<file path="config.mk">
export PLATFORM = sky130hd
export DESIGN_NAME = shadow_remap_memory_decoder
export DESIGN_NICKNAME = d
export VERILOG_FILES = /design/src/shared/shadow_remap_pkg.sv /design/src/core/shadow_remap_memory_decoder.sv
export SDC_FILE = /design/constraint.sdc
export NUM_CORES = 1
export LEC_CHECK = 0
export BUFFER_PORTS_ARGS = -buffer_cell sky130_fd_sc_hd__buf_2
export CAP_MARGIN = 20
export CORE_MARGIN = 5
export CORE_UTILIZATION = 53
export CTS_CLUSTER_DIAMETER = 30
export DETAILED_ROUTE_END_ITERATION = 7
export PLACE_DENSITY = 0.82
export SLEW_MARGIN = 20
export SYNTH_ARGS = -nofsm -noshare
export SYNTH_HDL_FRONTEND = slang
export SYNTH_SLANG_ARGS = --single-unit
</file>
<file path="constraint.sdc">
create_clock -name clk_sys_i -period 3.7 [get_ports clk_sys_i]
set_input_delay 0.74 -clock clk_sys_i [delete_from_list [all_inputs] [get_ports clk_sys_i]]
set_output_delay 0.74 -clock clk_sys_i [all_outputs]
set_load 0.03 [all_outputs]
</file>
<file path="src/shared/shadow_remap_pkg.sv">
// constants, register map and states for the shadow and remap memory decoder
package shadow_remap_pkg;
  localparam int AW = 5;
  localparam logic [AW-1:0] OFS_CTRL = 5'h00;
  localparam logic [AW-1:0] OFS_WAIT = 5'h04;
  localparam logic [AW-1:0] OFS_MEM = 5'h08;
  localparam logic [AW-1:0] OFS_STAT = 5'h0C;
  localparam int CTRL_LAYOUT_LSB = 0;
  localparam int CTRL_SHADOW_EN = 2;
  localparam int CTRL_WR_EN = 3;
  localparam logic [3:0] CTRL_RST = 4'h0;
  localparam logic [2:0] WAIT_RST = 3'h0;
  localparam logic [2:0] MEM_RST = 3'h0;
  localparam int STAT_MEM_LSB = 0;
  localparam int STAT_REMAP_LSB = 8;
  localparam int STAT_EXT_LSB = 16;
  localparam int STAT_INT_LSB = 24;
  localparam logic [23:0] UMA_BASE = 24'h0A0000;
  localparam logic [23:0] VID_BASE = 24'h0C0000;
  localparam logic [23:0] VID64_END = 24'h0D0000;
  localparam logic [23:0] BIOS128_BASE = 24'h0E0000;
  localparam logic [23:0] BIOS64_BASE = 24'h0F0000;
  localparam logic [23:0] MB1 = 24'h100000;
  localparam logic [24:0] MB16 = 25'h1000000;
  localparam logic [23:0] REMAP_DRAM_BASE = 24'h0A0000;
  localparam logic [3:0] UNITS_384K = 4'h6;
  localparam logic [3:0] UNITS_256K = 4'h4;
  localparam logic [7:0] INT_CACHE_BYTES = 8'h80;
  localparam logic [6:0] EXT_KB_32 = 7'h20;
  localparam logic [6:0] EXT_KB_64 = 7'h40;
  localparam logic [1:0] RESP_OKAY = 2'h0;
  localparam logic [1:0] RESP_SLVERR = 2'h2;
  typedef enum logic {ACC_IDLE, ACC_WAIT} acc_state_t;
endpackage

</file>
<file path="src/core/shadow_remap_memory_decoder.sv">
// memory decoder: shadow layouts, upper memory relocation, wait states, AXI4-Lite registers
//
// Our own choices: the AXI4-Lite register port and the placing of the registers.
`timescale 1ns/10ps
module shadow_remap_memory_decoder #(
  parameter bit EXT_CACHE = 1'b1
) (
  input wire logic clk_sys_i, // 20 MHz system clock
  input wire logic resetn_i, // synchronous reset, active low
  input wire logic [4:0] s_axi_awaddr_i, // write address
  input wire logic s_axi_awvalid_i, // write address valid
  output logic s_axi_awready_o, // write address ready
  input wire logic [31:0] s_axi_wdata_i, // write data
  input wire logic [3:0] s_axi_wstrb_i, // write strobes
  input wire logic s_axi_wvalid_i, // write data valid
  output logic s_axi_wready_o, // write data ready
  output logic [1:0] s_axi_bresp_o, // write response
  output logic s_axi_bvalid_o, // write response valid
  input wire logic s_axi_bready_i, // write response ready
  input wire logic [4:0] s_axi_araddr_i, // read address
  input wire logic s_axi_arvalid_i, // read address valid
  output logic s_axi_arready_o, // read address ready
  output logic [31:0] s_axi_rdata_o, // read data
  output logic [1:0] s_axi_rresp_o, // read response
  output logic s_axi_rvalid_o, // read data valid
  input wire logic s_axi_rready_i, // read data ready
  input wire logic acc_req_i, // host access request pulse
  input wire logic [23:0] acc_addr_i, // host byte address
  input wire logic acc_we_i, // host access is a write
  output logic acc_busy_o, // access in progress
  output logic acc_done_o, // access finished pulse
  output logic dram_cyc_o, // access goes to on-board DRAM
  output logic [23:0] dram_addr_o, // DRAM address after relocation
  output logic cacheable_o, // read may be cached
  output logic offboard_cycle_n_o, // off-board cycle, active low
  input wire logic cache_size_select_i, // static strap, high for 64KB
  output logic ext_cache_64k_o // external cache runs as 64KB
);
  function automatic logic mapped(input logic [4:0] a);
    mapped = (a == shadow_remap_pkg::OFS_CTRL) || (a == shadow_remap_pkg::OFS_WAIT) ||
             (a == shadow_remap_pkg::OFS_MEM) || (a == shadow_remap_pkg::OFS_STAT);
  endfunction

  function automatic logic [4:0] mem_mb(input logic [2:0] cfg);
    unique case (cfg)
      3'h0: mem_mb = 5'h00;
      3'h1: mem_mb = 5'h01;
      3'h2: mem_mb = 5'h02;
      3'h3: mem_mb = 5'h04;
      3'h4: mem_mb = 5'h05;
      3'h5: mem_mb = 5'h08;
      3'h6: mem_mb = 5'h0C;
      3'h7: mem_mb = 5'h10;
    endcase
  endfunction

  logic [3:0] ctrl, next_ctrl;
  logic [2:0] wait_cfg, next_wait_cfg;
  logic [2:0] mem_cfg, next_mem_cfg;
  logic aw_held, next_aw_held, w_held, next_w_held;
  logic [4:0] awaddr, next_awaddr;
  logic [31:0] wdata, next_wdata;
  logic [3:0] wstrb, next_wstrb;
  logic next_bvalid, next_rvalid;
  logic [1:0] next_bresp, next_rresp;
  logic [31:0] next_rdata, stat_word;
  logic cs_meta, cs_sync, next_ext64;
  logic [1:0] layout;
  logic shadow_en, wr_en;
  logic [4:0] top_mb;
  logic [3:0] remap_units;
  logic [24:0] top, a25, roff;
  logic in_bios, in_vid, shadow_hit, in_remap, in_low;
  logic [6:0] ext_kb;

  assign layout = ctrl[shadow_remap_pkg::CTRL_LAYOUT_LSB +: 2];
  assign shadow_en = ctrl[shadow_remap_pkg::CTRL_SHADOW_EN];
  assign wr_en = ctrl[shadow_remap_pkg::CTRL_WR_EN];
  assign top_mb = mem_mb(mem_cfg);
  assign top = {top_mb, 20'h00000};
  assign a25 = {1'b0, acc_addr_i};
  assign roff = a25 - top;

  always_comb begin
    remap_units = 4'h0;
    if (shadow_en) begin
      remap_units = (layout == 2'h3) ? 4'h0 : shadow_remap_pkg::UNITS_256K;
    end else if (mem_cfg == 3'h1 || mem_cfg == 3'h2) begin
      remap_units = shadow_remap_pkg::UNITS_384K;
    end else if (mem_cfg == 3'h3) begin
      remap_units = shadow_remap_pkg::UNITS_256K;
    end
  end

  // bit 0 of layout selects 128K system firmware, bit 1 adds display firmware
  assign in_bios = acc_addr_i < shadow_remap_pkg::MB1 && acc_addr_i >= (layout[0] ?
                   shadow_remap_pkg::BIOS128_BASE : shadow_remap_pkg::BIOS64_BASE);
  assign in_vid = layout[1] && acc_addr_i >= shadow_remap_pkg::VID_BASE &&
                  acc_addr_i < (layout[0] ? shadow_remap_pkg::BIOS128_BASE :
                  shadow_remap_pkg::VID64_END);
  assign shadow_hit = shadow_en && (in_bios || in_vid);
  // relocated window sits right above installed memory, kept between 1MB and 16MB
  assign in_remap = remap_units != 4'h0 && a25 >= top &&
                    a25 >= {1'h0, shadow_remap_pkg::MB1} &&
                    a25 < shadow_remap_pkg::MB16 &&
                    a25 < top + {5'h00, remap_units, 16'h0000};
  assign in_low = a25 < top && (acc_addr_i < shadow_remap_pkg::UMA_BASE ||
                  acc_addr_i >= shadow_remap_pkg::MB1);
  assign ext_kb = ext_cache_64k_o ? shadow_remap_pkg::EXT_KB_64 :
                  (EXT_CACHE ? shadow_remap_pkg::EXT_KB_32 : 7'h00);
  assign stat_word = (32'(shadow_remap_pkg::INT_CACHE_BYTES) << shadow_remap_pkg::STAT_INT_LSB) |
                     (32'(ext_kb) << shadow_remap_pkg::STAT_EXT_LSB) |
                     (32'(remap_units) << shadow_remap_pkg::STAT_REMAP_LSB) |
                     (32'(top_mb) << shadow_remap_pkg::STAT_MEM_LSB);

  // register slave
  always_comb begin
    next_ctrl = ctrl;
    next_wait_cfg = wait_cfg;
    next_mem_cfg = mem_cfg;
    next_aw_held = aw_held;
    next_awaddr = awaddr;
    next_w_held = w_held;
    next_wdata = wdata;
    next_wstrb = wstrb;
    next_bvalid = s_axi_bvalid_o;
    next_bresp = s_axi_bresp_o;
    next_rvalid = s_axi_rvalid_o;
    next_rresp = s_axi_rresp_o;
    next_rdata = s_axi_rdata_o;
    if (s_axi_awvalid_i && s_axi_awready_o) begin
      next_aw_held = 1'b1;
      next_awaddr = s_axi_awaddr_i;
    end
    if (s_axi_wvalid_i && s_axi_wready_o) begin
      next_w_held = 1'b1;
      next_wdata = s_axi_wdata_i;
      next_wstrb = s_axi_wstrb_i;
    end
    if (s_axi_bvalid_o && s_axi_bready_i) begin
      next_bvalid = 1'b0;
    end
    if (aw_held && w_held && !s_axi_bvalid_o) begin
      next_aw_held = 1'b0;
      next_w_held = 1'b0;
      next_bvalid = 1'b1;
      next_bresp = mapped(awaddr) ? shadow_remap_pkg::RESP_OKAY : shadow_remap_pkg::RESP_SLVERR;
      if (wstrb[0]) begin
        case (awaddr)
          shadow_remap_pkg::OFS_CTRL: next_ctrl = wdata[3:0];
          shadow_remap_pkg::OFS_WAIT: next_wait_cfg = wdata[2:0];
          shadow_remap_pkg::OFS_MEM: next_mem_cfg = wdata[2:0];
          default: ;
        endcase
      end
    end
    if (s_axi_rvalid_o && s_axi_rready_i) begin
      next_rvalid = 1'b0;
    end
    if (s_axi_arvalid_i && s_axi_arready_o) begin
      next_rvalid = 1'b1;
      next_rresp = mapped(s_axi_araddr_i) ? shadow_remap_pkg::RESP_OKAY :
                   shadow_remap_pkg::RESP_SLVERR;
      case (s_axi_araddr_i)
        shadow_remap_pkg::OFS_CTRL: next_rdata = {28'h0000000, ctrl};
        shadow_remap_pkg::OFS_WAIT: next_rdata = {29'h00000000, wait_cfg};
        shadow_remap_pkg::OFS_MEM: next_rdata = {29'h00000000, mem_cfg};
        shadow_remap_pkg::OFS_STAT: next_rdata = stat_word;
        default: next_rdata = 32'h00000000;
      endcase
    end
    next_ext64 = EXT_CACHE && cs_sync;
  end

  always_ff @(posedge clk_sys_i) begin
    if (!resetn_i) begin
      ctrl <= shadow_remap_pkg::CTRL_RST;
      wait_cfg <= shadow_remap_pkg::WAIT_RST;
      mem_cfg <= shadow_remap_pkg::MEM_RST;
      aw_held <= 1'b0;
      awaddr <= 5'h00;
      w_held <= 1'b0;
      wdata <= 32'h00000000;
      wstrb <= 4'h0;
      s_axi_awready_o <= 1'b0;
      s_axi_wready_o <= 1'b0;
      s_axi_bvalid_o <= 1'b0;
      s_axi_bresp_o <= 2'h0;
      s_axi_arready_o <= 1'b0;
      s_axi_rvalid_o <= 1'b0;
      s_axi_rresp_o <= 2'h0;
      s_axi_rdata_o <= 32'h00000000;
      cs_meta <= 1'b0;
      cs_sync <= 1'b0;
      ext_cache_64k_o <= 1'b0;
    end else begin
      ctrl <= next_ctrl;
      wait_cfg <= next_wait_cfg;
      mem_cfg <= next_mem_cfg;
      aw_held <= next_aw_held;
      awaddr <= next_awaddr;
      w_held <= next_w_held;
      wdata <= next_wdata;
      wstrb <= next_wstrb;
      s_axi_awready_o <= !next_aw_held;
      s_axi_wready_o <= !next_w_held;
      s_axi_bvalid_o <= next_bvalid;
      s_axi_bresp_o <= next_bresp;
      s_axi_arready_o <= !next_rvalid;
      s_axi_rvalid_o <= next_rvalid;
      s_axi_rresp_o <= next_rresp;
      s_axi_rdata_o <= next_rdata;
      cs_meta <= cache_size_select_i;
      cs_sync <= cs_meta;
      ext_cache_64k_o <= next_ext64;
    end
  end

  // host access sequencer
  shadow_remap_pkg::acc_state_t state, next_state;
  logic [2:0] cnt, next_cnt;
  logic next_done, next_dram, next_cache, next_off_n;
  logic [23:0] next_daddr;
  logic take;

  assign take = acc_req_i && state == shadow_remap_pkg::ACC_IDLE;

  always_comb begin
    next_state = state;
    next_cnt = cnt;
    next_done = 1'b0;
    next_dram = dram_cyc_o;
    next_cache = cacheable_o;
    next_off_n = offboard_cycle_n_o;
    next_daddr = dram_addr_o;
    unique case (state)
      shadow_remap_pkg::ACC_IDLE: begin
        next_dram = 1'b0;
        next_cache = 1'b0;
        next_off_n = 1'b1;
        if (acc_req_i) begin
          next_state = shadow_remap_pkg::ACC_WAIT;
          next_cnt = wait_cfg;
          next_daddr = acc_addr_i;
          if (shadow_hit) begin
            next_dram = !acc_we_i || wr_en;
            next_cache = !acc_we_i;
            next_off_n = !(acc_we_i && !wr_en);
          end else if (in_remap) begin
            next_dram = 1'b1;
            next_cache = !acc_we_i;
            next_daddr = shadow_remap_pkg::REMAP_DRAM_BASE + roff[23:0];
          end else if (in_low) begin
            next_dram = 1'b1;
            next_cache = !acc_we_i;
          end else begin
            next_off_n = 1'b0;
          end
        end
      end
      shadow_remap_pkg::ACC_WAIT: begin
        if (cnt == 3'h0) begin
          next_done = 1'b1;
          next_state = shadow_remap_pkg::ACC_IDLE;
        end else begin
          next_cnt = cnt - 3'h1;
        end
      end
    endcase
  end

  always_ff @(posedge clk_sys_i) begin
    if (!resetn_i) begin
      state <= shadow_remap_pkg::ACC_IDLE;
      cnt <= 3'h0;
      acc_busy_o <= 1'b0;
      acc_done_o <= 1'b0;
      dram_cyc_o <= 1'b0;
      cacheable_o <= 1'b0;
      offboard_cycle_n_o <= 1'b1;
      dram_addr_o <= 24'h000000;
    end else begin
      state <= next_state;
      cnt <= next_cnt;
      acc_busy_o <= next_state == shadow_remap_pkg::ACC_WAIT;
      acc_done_o <= next_done;
      dram_cyc_o <= next_dram;
      cacheable_o <= next_cache;
      offboard_cycle_n_o <= next_off_n;
      dram_addr_o <= next_daddr;
    end
  end
endmodule

</file>
==> results.md, run 1 <==
- Status: complete, no violations
- Total GRT Usage: 23.1%
- Clock skew: 0.0145 ns
- Diodes inserted: 0
- Die W: 109 microns
- DR iter-0 viols: 327
- P_int: 1.32 mW
- Commonest cells in the netlist: dfxtp_1, ha_1, nand2_1
- Crit-path max FO: 16
- I/O Buffers: 95
- Flops & latches, synth: 79
- Register area share after synthesis: 30.4%
- Critical path capture point type: flip-flop
- Vert. Die Dim: 109 microns
- Leak: 2.69 nW
- H-tree depth: 3
- Reg area: 1580 sq um
- Period utilization: 84.5%
- Worst Setup Start Kind: input port
- Max Buffers Root-to-Sink: 2
- Worst EP required: 3.97 ns
- Cell Chain, Critical Path: buf_2 -> inv_1 -> ha_1 -> or4b_1 -> o41a_1 -> or4_4 -> nor4b_1 -> o221a_2 -> o21ai_1
- Cell taking the most area after synthesis: dfxtp_1
- Top-count cell post-synth: dfxtp_1
- Net Switching: 717 uW
- Total wire length: 13.4 mm
- CTS tree: yes
- Clock Tree Root: clkbuf_8
- Max Clock Freq: 320 MHz
- Largest cells by area after synthesis: dfxtp_1, ha_1, a21oi_1
- Core area: 9680 sq um
- Mapped Area: 5190 sq um
- Syn Inst Count: 620
- Setup Viol. Count Final: 0
- First-pass GRT wire length: 21.9 mm
- Routability congestion estimate: 0.971
- Dpl hpwl: 10.5 mm
- R2R Setup Slk: 0.59 ns
- CP peak stage delay: 0.67 ns
- Non-Filler Instances: 851
- Overflow after GRT: 0
- I/O pin cnt: 151
- Crit-path slowest cell: or4_4
- RSZ-0062 raised after global routing: false
- Layout cells sized above 1: 18.9%
- Most used DFF post-synth: dfxtp_1
- Area Growth Syn to Fin: 13.9%
- Fillcell total: 842
- Slew Limit Fails: 0
- Clock Power Share: 30.4%
- Clock latency on the worst-skew pair: 0.37 ns
- Hold_buf cts: 0
- Inserted Clock Buffers: 9
- Antenna Nets Post-Route: 0
- Nets: 846
- Max-cap violations: 0
- Switch share: 35.1%
- Starting Density: 53.6%
- Distinct cell type count after synthesis: 71
- RR Startpoint: mem_cfg[0]
- Post-synth EDFFs: 0
- Hold Crit Start: cs_sync
- Site Rows: 36
- Logic pwr share: 24.8%
- WS Path Type: in2reg
- Vias/cell: 5.59
- Buf+Inv Stages, Crit Path: 2
- CP delay by family, top: simple AND/OR/NAND/NOR gates
- Endpoints failing hold: 0
- Reg power frac: 44.8%
- Syn Area/Cell: 8.38 sq um
- # DRC: 0
- Pre-CTS setup slack: 0.242 ns
- Vias: 4754
- # clock sinks: 79
- Hold crit path type: reg2reg
- Min Clock Period, post-route: 3.13 ns
- Initial antenna violation count: 0
- Synth async-reset ratio: 0%
- Maximum VDD drop: 0.259 mV
- Placed insts: 835
- Final Worst Setup Slack: 0.573 ns
- Drt first pass iters: 5
- Clk slew on worst S/H paths: 0.09 ns
- Critical Path AT: 3.39 ns
- Routed wire per std cell: 15.8 microns
- Synthesis Warnings: 0
- Pin count of the biggest net entering global routing: 40
- Full die area: 11900 sq um
- Yosys top cell area share: 30.4%
- Resize count post-CTS: 0
- Setup crit start: acc_addr_i[13]
- Setup TNS: 0 ns
- Power per Cell Area: 345 nW/um^2
- Slew at the pin with the worst max-slew slack: 0.797 ns
- Vias in the first global route: 4662
- Slew HR: 46.5%
- Number of setup buffers added after CTS: 0
- Area occupied by multi-input gates: 3270 sq um
==> cell type report <==
cell class                 count  area share, %
sequential                    79           26.7
clock buffer                   9           2.09
multi-input combinational    474           55.3
timing repair buffer         105           9.30
clock inverter                 7           1.04
tap                          133           2.81
inverter                      44           2.79
==> power by group through the flow <==
stage | clock network (mW) | logic (mW) | registers (mW)
2_1_floorplan | 0 | 0.320 | 0.983
3_3_place_gp | 0 | 0.486 | 0.932
3_5_place_dp | 0 | 0.498 | 0.934
4_1_cts | 0.631 | 0.501 | 0.914
5_1_grt | 0.669 | 0.553 | 0.920
6_report | 0.620 | 0.507 | 0.915
==> cell families after synthesis <==
kind of cell,after synthesis,synth area share [%]
other,1,0.0722
muxes,18,4.24
and+or+nand+nor,204,21.1
xor gates and xnor gates,14,2.36
adders and majority gates,53,12.9
DFF,79,30.4
buffers and inverters,90,8.26
AOI/OAI and AO/OA,161,20.6
==> placed cells by master (no fill, tap or decap), types with 5 or more instances in the layout <==
master,Yosys,final
a21oi_1,44,44
mux2i_1,13,13
dfxtp_1,79,79
nand2_1,48,48
a31oi_1,5,5
a21boi_0,15,15
xor2_1,5,5
nand2b_1,10,10
nor2b_1,29,29
o21ai_0,29,29
nor3b_1,7,7
buf_2,1,95
ha_1,52,52
conb_1,1,24
inv_1,44,44
a22oi_1,11,11
o211ai_1,5,5
clkbuf_8,0,9
and2_1,11,11
buf_4,24,10
a32oi_1,5,5
xnor2_1,9,9
nor3_1,11,11
nand3_1,21,21
nor2_1,33,33
o21a_1,5,5
==> metal layers <==
layer,vias up,global-route usage [%],share of wire (%)
li1,2342,-,-
met1,2188,28.7,41
met2,189,38.8,48
met3,35,3.61,7.4
met4,0,11.5,3.2
met5,-,0,0
==> worst paths after layout <==
path,to,cells past startpoint
worst min-delay path,ext_cache_64k_o,1
worst max register to register,dram_addr_o[20],9
worst max-delay path,dram_addr_o[20],9
worst min register to register,ext_cache_64k_o,1
==> state kept, by name, summed over array words and instances (netlist names), 3 cells and up <==
signal	flops
dram_addr_o	24
s_axi_rdata_o	10
awaddr	5
top_mb	5
ctrl	4
wdata	4
cnt	3
mem_cfg	3
wait_cfg	3
==> metrics by stage <==
step / util [%] / power (mW) / hold WS [ns] / cell area, sq um
after floorplan: - / 1.30 / 0.412 / 5280
after global placement: 59.2 / 1.42 / 0.418 / 5730
after detailed placement: 59.2 / 1.43 / 0.419 / 5730
after CTS: 61.1 / 2.05 / 0.442 / 5920
after global routing: 61.1 / 2.14 / 0.461 / 5920
final: 61.1 / 2.04 / 0.439 / 5920
(Power assumes the default switching activity.)
==> run 2: changes to the inputs <==
==> constraint.sdc (replaced) <==
create_clock -name clk_sys_i -period 3.15 [get_ports clk_sys_i]
set_input_delay 0.63 -clock clk_sys_i [delete_from_list [all_inputs] [get_ports clk_sys_i]]
set_output_delay 0.63 -clock clk_sys_i [all_outputs]
set_load 0.03 [all_outputs]
==> results.md, run 2 (synthesis results as in run 1) <==
- Placed inst area: 6020 sq um (+5.0%)
- Site Rows: 36 (unchanged)
- Vias/cell: 5.64 (+0.94%)
- Routability congestion estimate: 0.958 (-1.3%)
- Logic pwr share: 25.5% (+0.7 points)
- Critical Path AT: 3.19 ns (-0.20 ns)
- CTS tree: yes
- Net Switching: 857 uW (+19%)
- Clock latency on the worst-skew pair: 0.37 ns (about the same)
- WL met2: 7.34 mm (+14%)
- Status: complete, no violations
- Full die area: 11900 sq um (unchanged)
- Pre-CTS setup slack: -0.197 ns (-0.440 ns)
- Routed wire per std cell: 16.6 microns (+5.3%)
- Final Cell Area: 6220 sq um (+5.1%)
- Maximum VDD drop: 0.281 mV (+8.3%)
- Hold_buf cts: 0 (unchanged)
- Critical path capture point type: flip-flop
- Worst hold stages: 2 (+1)
- Starting Density: 53.6% (unchanged)
- Most frequent cells in the layout: buf_2, dfxtp_1, ha_1, nand2_1, buf_4
- Nets: 884 (+4.5%)
- Die W: 109 microns (unchanged)
- Final Worst Setup Slack: 0.216 ns (-0.357 ns)
- Vias in the first global route: 5002 (+7.3%)
- Diodes inserted: 0 (unchanged)
- # clock sinks: 79 (unchanged)
- RSZ-0062 raised after global routing: false
- Reg power frac: 42.6% (-2.2 points)
- Total GRT Usage: 25.3% (+2.2 points)
- Worst EP required: 3.41 ns (-0.56 ns)
- Core area: 9680 sq um (unchanged)
- Max Buffers Root-to-Sink: 2 (unchanged)
- Initial antenna violation count: 0 (unchanged)
- DR iter-0 viols: 339 (+3.7%)
- Endpoints failing hold: 0 (unchanged)
- Inserted Clock Buffers: 9 (unchanged)
- Slew Limit Fails: 0 (unchanged)
- Vias: 5013 (+5.4%)
- WL met3: 1.17 mm (+18%)
- Dpl hpwl: 11.6 mm (+10%)
- P_int: 1.67 mW (+26%)
- Max reg flops: 24 (unchanged)
- Max-cap violations: 0 (unchanged)
- Total wire length: 14.8 mm (+10%)
- Metal1 wirelength: 5.86 mm (+5.1%)
- Overflow after GRT: 0 (unchanged)
- Clock Power Share: 31.9% (+1.5 points)
- Area Growth Syn to Fin: 19.8%
- Leak: 2.88 nW (+7.0%)
- Switch share: 34.0% (-1.2 points)
- Vert. Die Dim: 109 microns (unchanged)
- Layout cells sized above 1: 22.9% (+3.9 points)
- Slew HR: 47.6% (+1.1 points)
- Fillcell total: 851 (+1.1%)
- Hold slack: 0.439 ns (+0.0000960 ns)
- Period utilization: 93.1%
- Clock skew: 0.0188 ns (+0.00426 ns)
- Clock Tree Root: clkbuf_8
- Min Clock Period, post-route: 2.93 ns
- H-tree depth: 3 (unchanged)
- Leading registers by flop count: dram_addr_o: 24 flops, s_axi_rdata_o: 10 flops
- Antenna Nets Post-Route: 0 (unchanged)
- First-pass GRT wire length: 23.9 mm (+8.8%)
- I/O Buffers: 95 (unchanged)
- Drt first pass iters: 6 (+1)
- Reg with most FFs: dram_addr_o
- Placed insts: 873 (+4.6%)
- Hold crit path type: reg2reg
- # DRC: 0 (unchanged)
- Highest routed layer: met4
- Worst Setup Start Kind: input port
- WS Path Type: in2reg
- Power per Cell Area: 405 nW/um^2 (+18%)
- I/O pin cnt: 151 (unchanged)
- Setup Viol. Count Final: 0 (unchanged)
- Post-layout util: 64.3% (+3.1 points)
- R2R depth: 9 (unchanged)
- Non-Filler Instances: 889 (+4.5%)
- Slew at the pin with the worst max-slew slack: 0.780 ns (-0.0163 ns)
- Crit-path max FO: 5 (-11)
- Pin count of the biggest net entering global routing: 24 (-40%)
- Max Clock Freq: 341 MHz
- Clk slew on worst S/H paths: 0.10 ns (about the same)
- Commonest non-fill, non-tap cell in the layout: buf_2
==> run 2: per-stage QoR <==
stage               setup TNS, ns  total power [mW]
floorplan                       0              1.53
global placement           -0.329              1.71
detailed placement         -0.433              1.73
CTS                             0              2.53
global route                    0              2.64
finish                          0              2.52
==> run 2: final timing paths <==
path	slack, ns	endpoint	start
setup / recovery	0.22	dram_addr_o[19]	acc_addr_i[2]
hold / removal	0.44	dram_addr_o[7]	dram_addr_o[7]
setup reg to reg	0.29	dram_addr_o[20]	mem_cfg[0]
hold reg to reg	0.44	dram_addr_o[7]	dram_addr_o[7]
==> run 2: cell type report <==
cell class | instances | area [sq um] | area share, %
clock buffer | 10 | 128 | 2.05
clock inverter | 6 | 75.1 | 1.21
inverter | 44 | 165 | 2.65
multi-input combinational | 474 | 3270 | 52.6
sequential | 79 | 1580 | 25.4
tap | 133 | 166 | 2.67
timing repair buffer | 143 | 836 | 13.4
==> run 2: layer usage <==
metal / global-route usage [%] / vias up
met5: 0 / -
met4: 10.1 / 0
met1: 30.7 / 2357
met2: 44.1 / 198
met3: 4.74 / 42
li1: - / 2416
==> run 2: timing repair <==
| item | in CTS | in global routing |
|---|---|---|
| gates resized for setup | 0 | 1 |
| setup endpoints to repair | 0 | 1 |
| buffers inserted | 0 | 0 |
==> run 2: power by group through the flow <==
stage	sequential (mW)	combinational, mW	clock (mW)
floorplan	1.15	0.376	0
global placement	1.09	0.616	0
detailed placement	1.10	0.632	0
CTS	1.07	0.637	0.814
global route	1.08	0.701	0.861
finish	1.07	0.644	0.805
==> run 2: critical path: stages <==
cell and delay [ns]:
buf_2 0.10, inv_1 0.09, ha_1 0.21, or2_2 0.30, a211oi_2 0.25, o211ai_1 0.17
a2111oi_0 0.47, buf_4 0.19, nor2_1 0.06, a2111oi_1 0.47, buf_4 0.19, o41ai_1 0.06
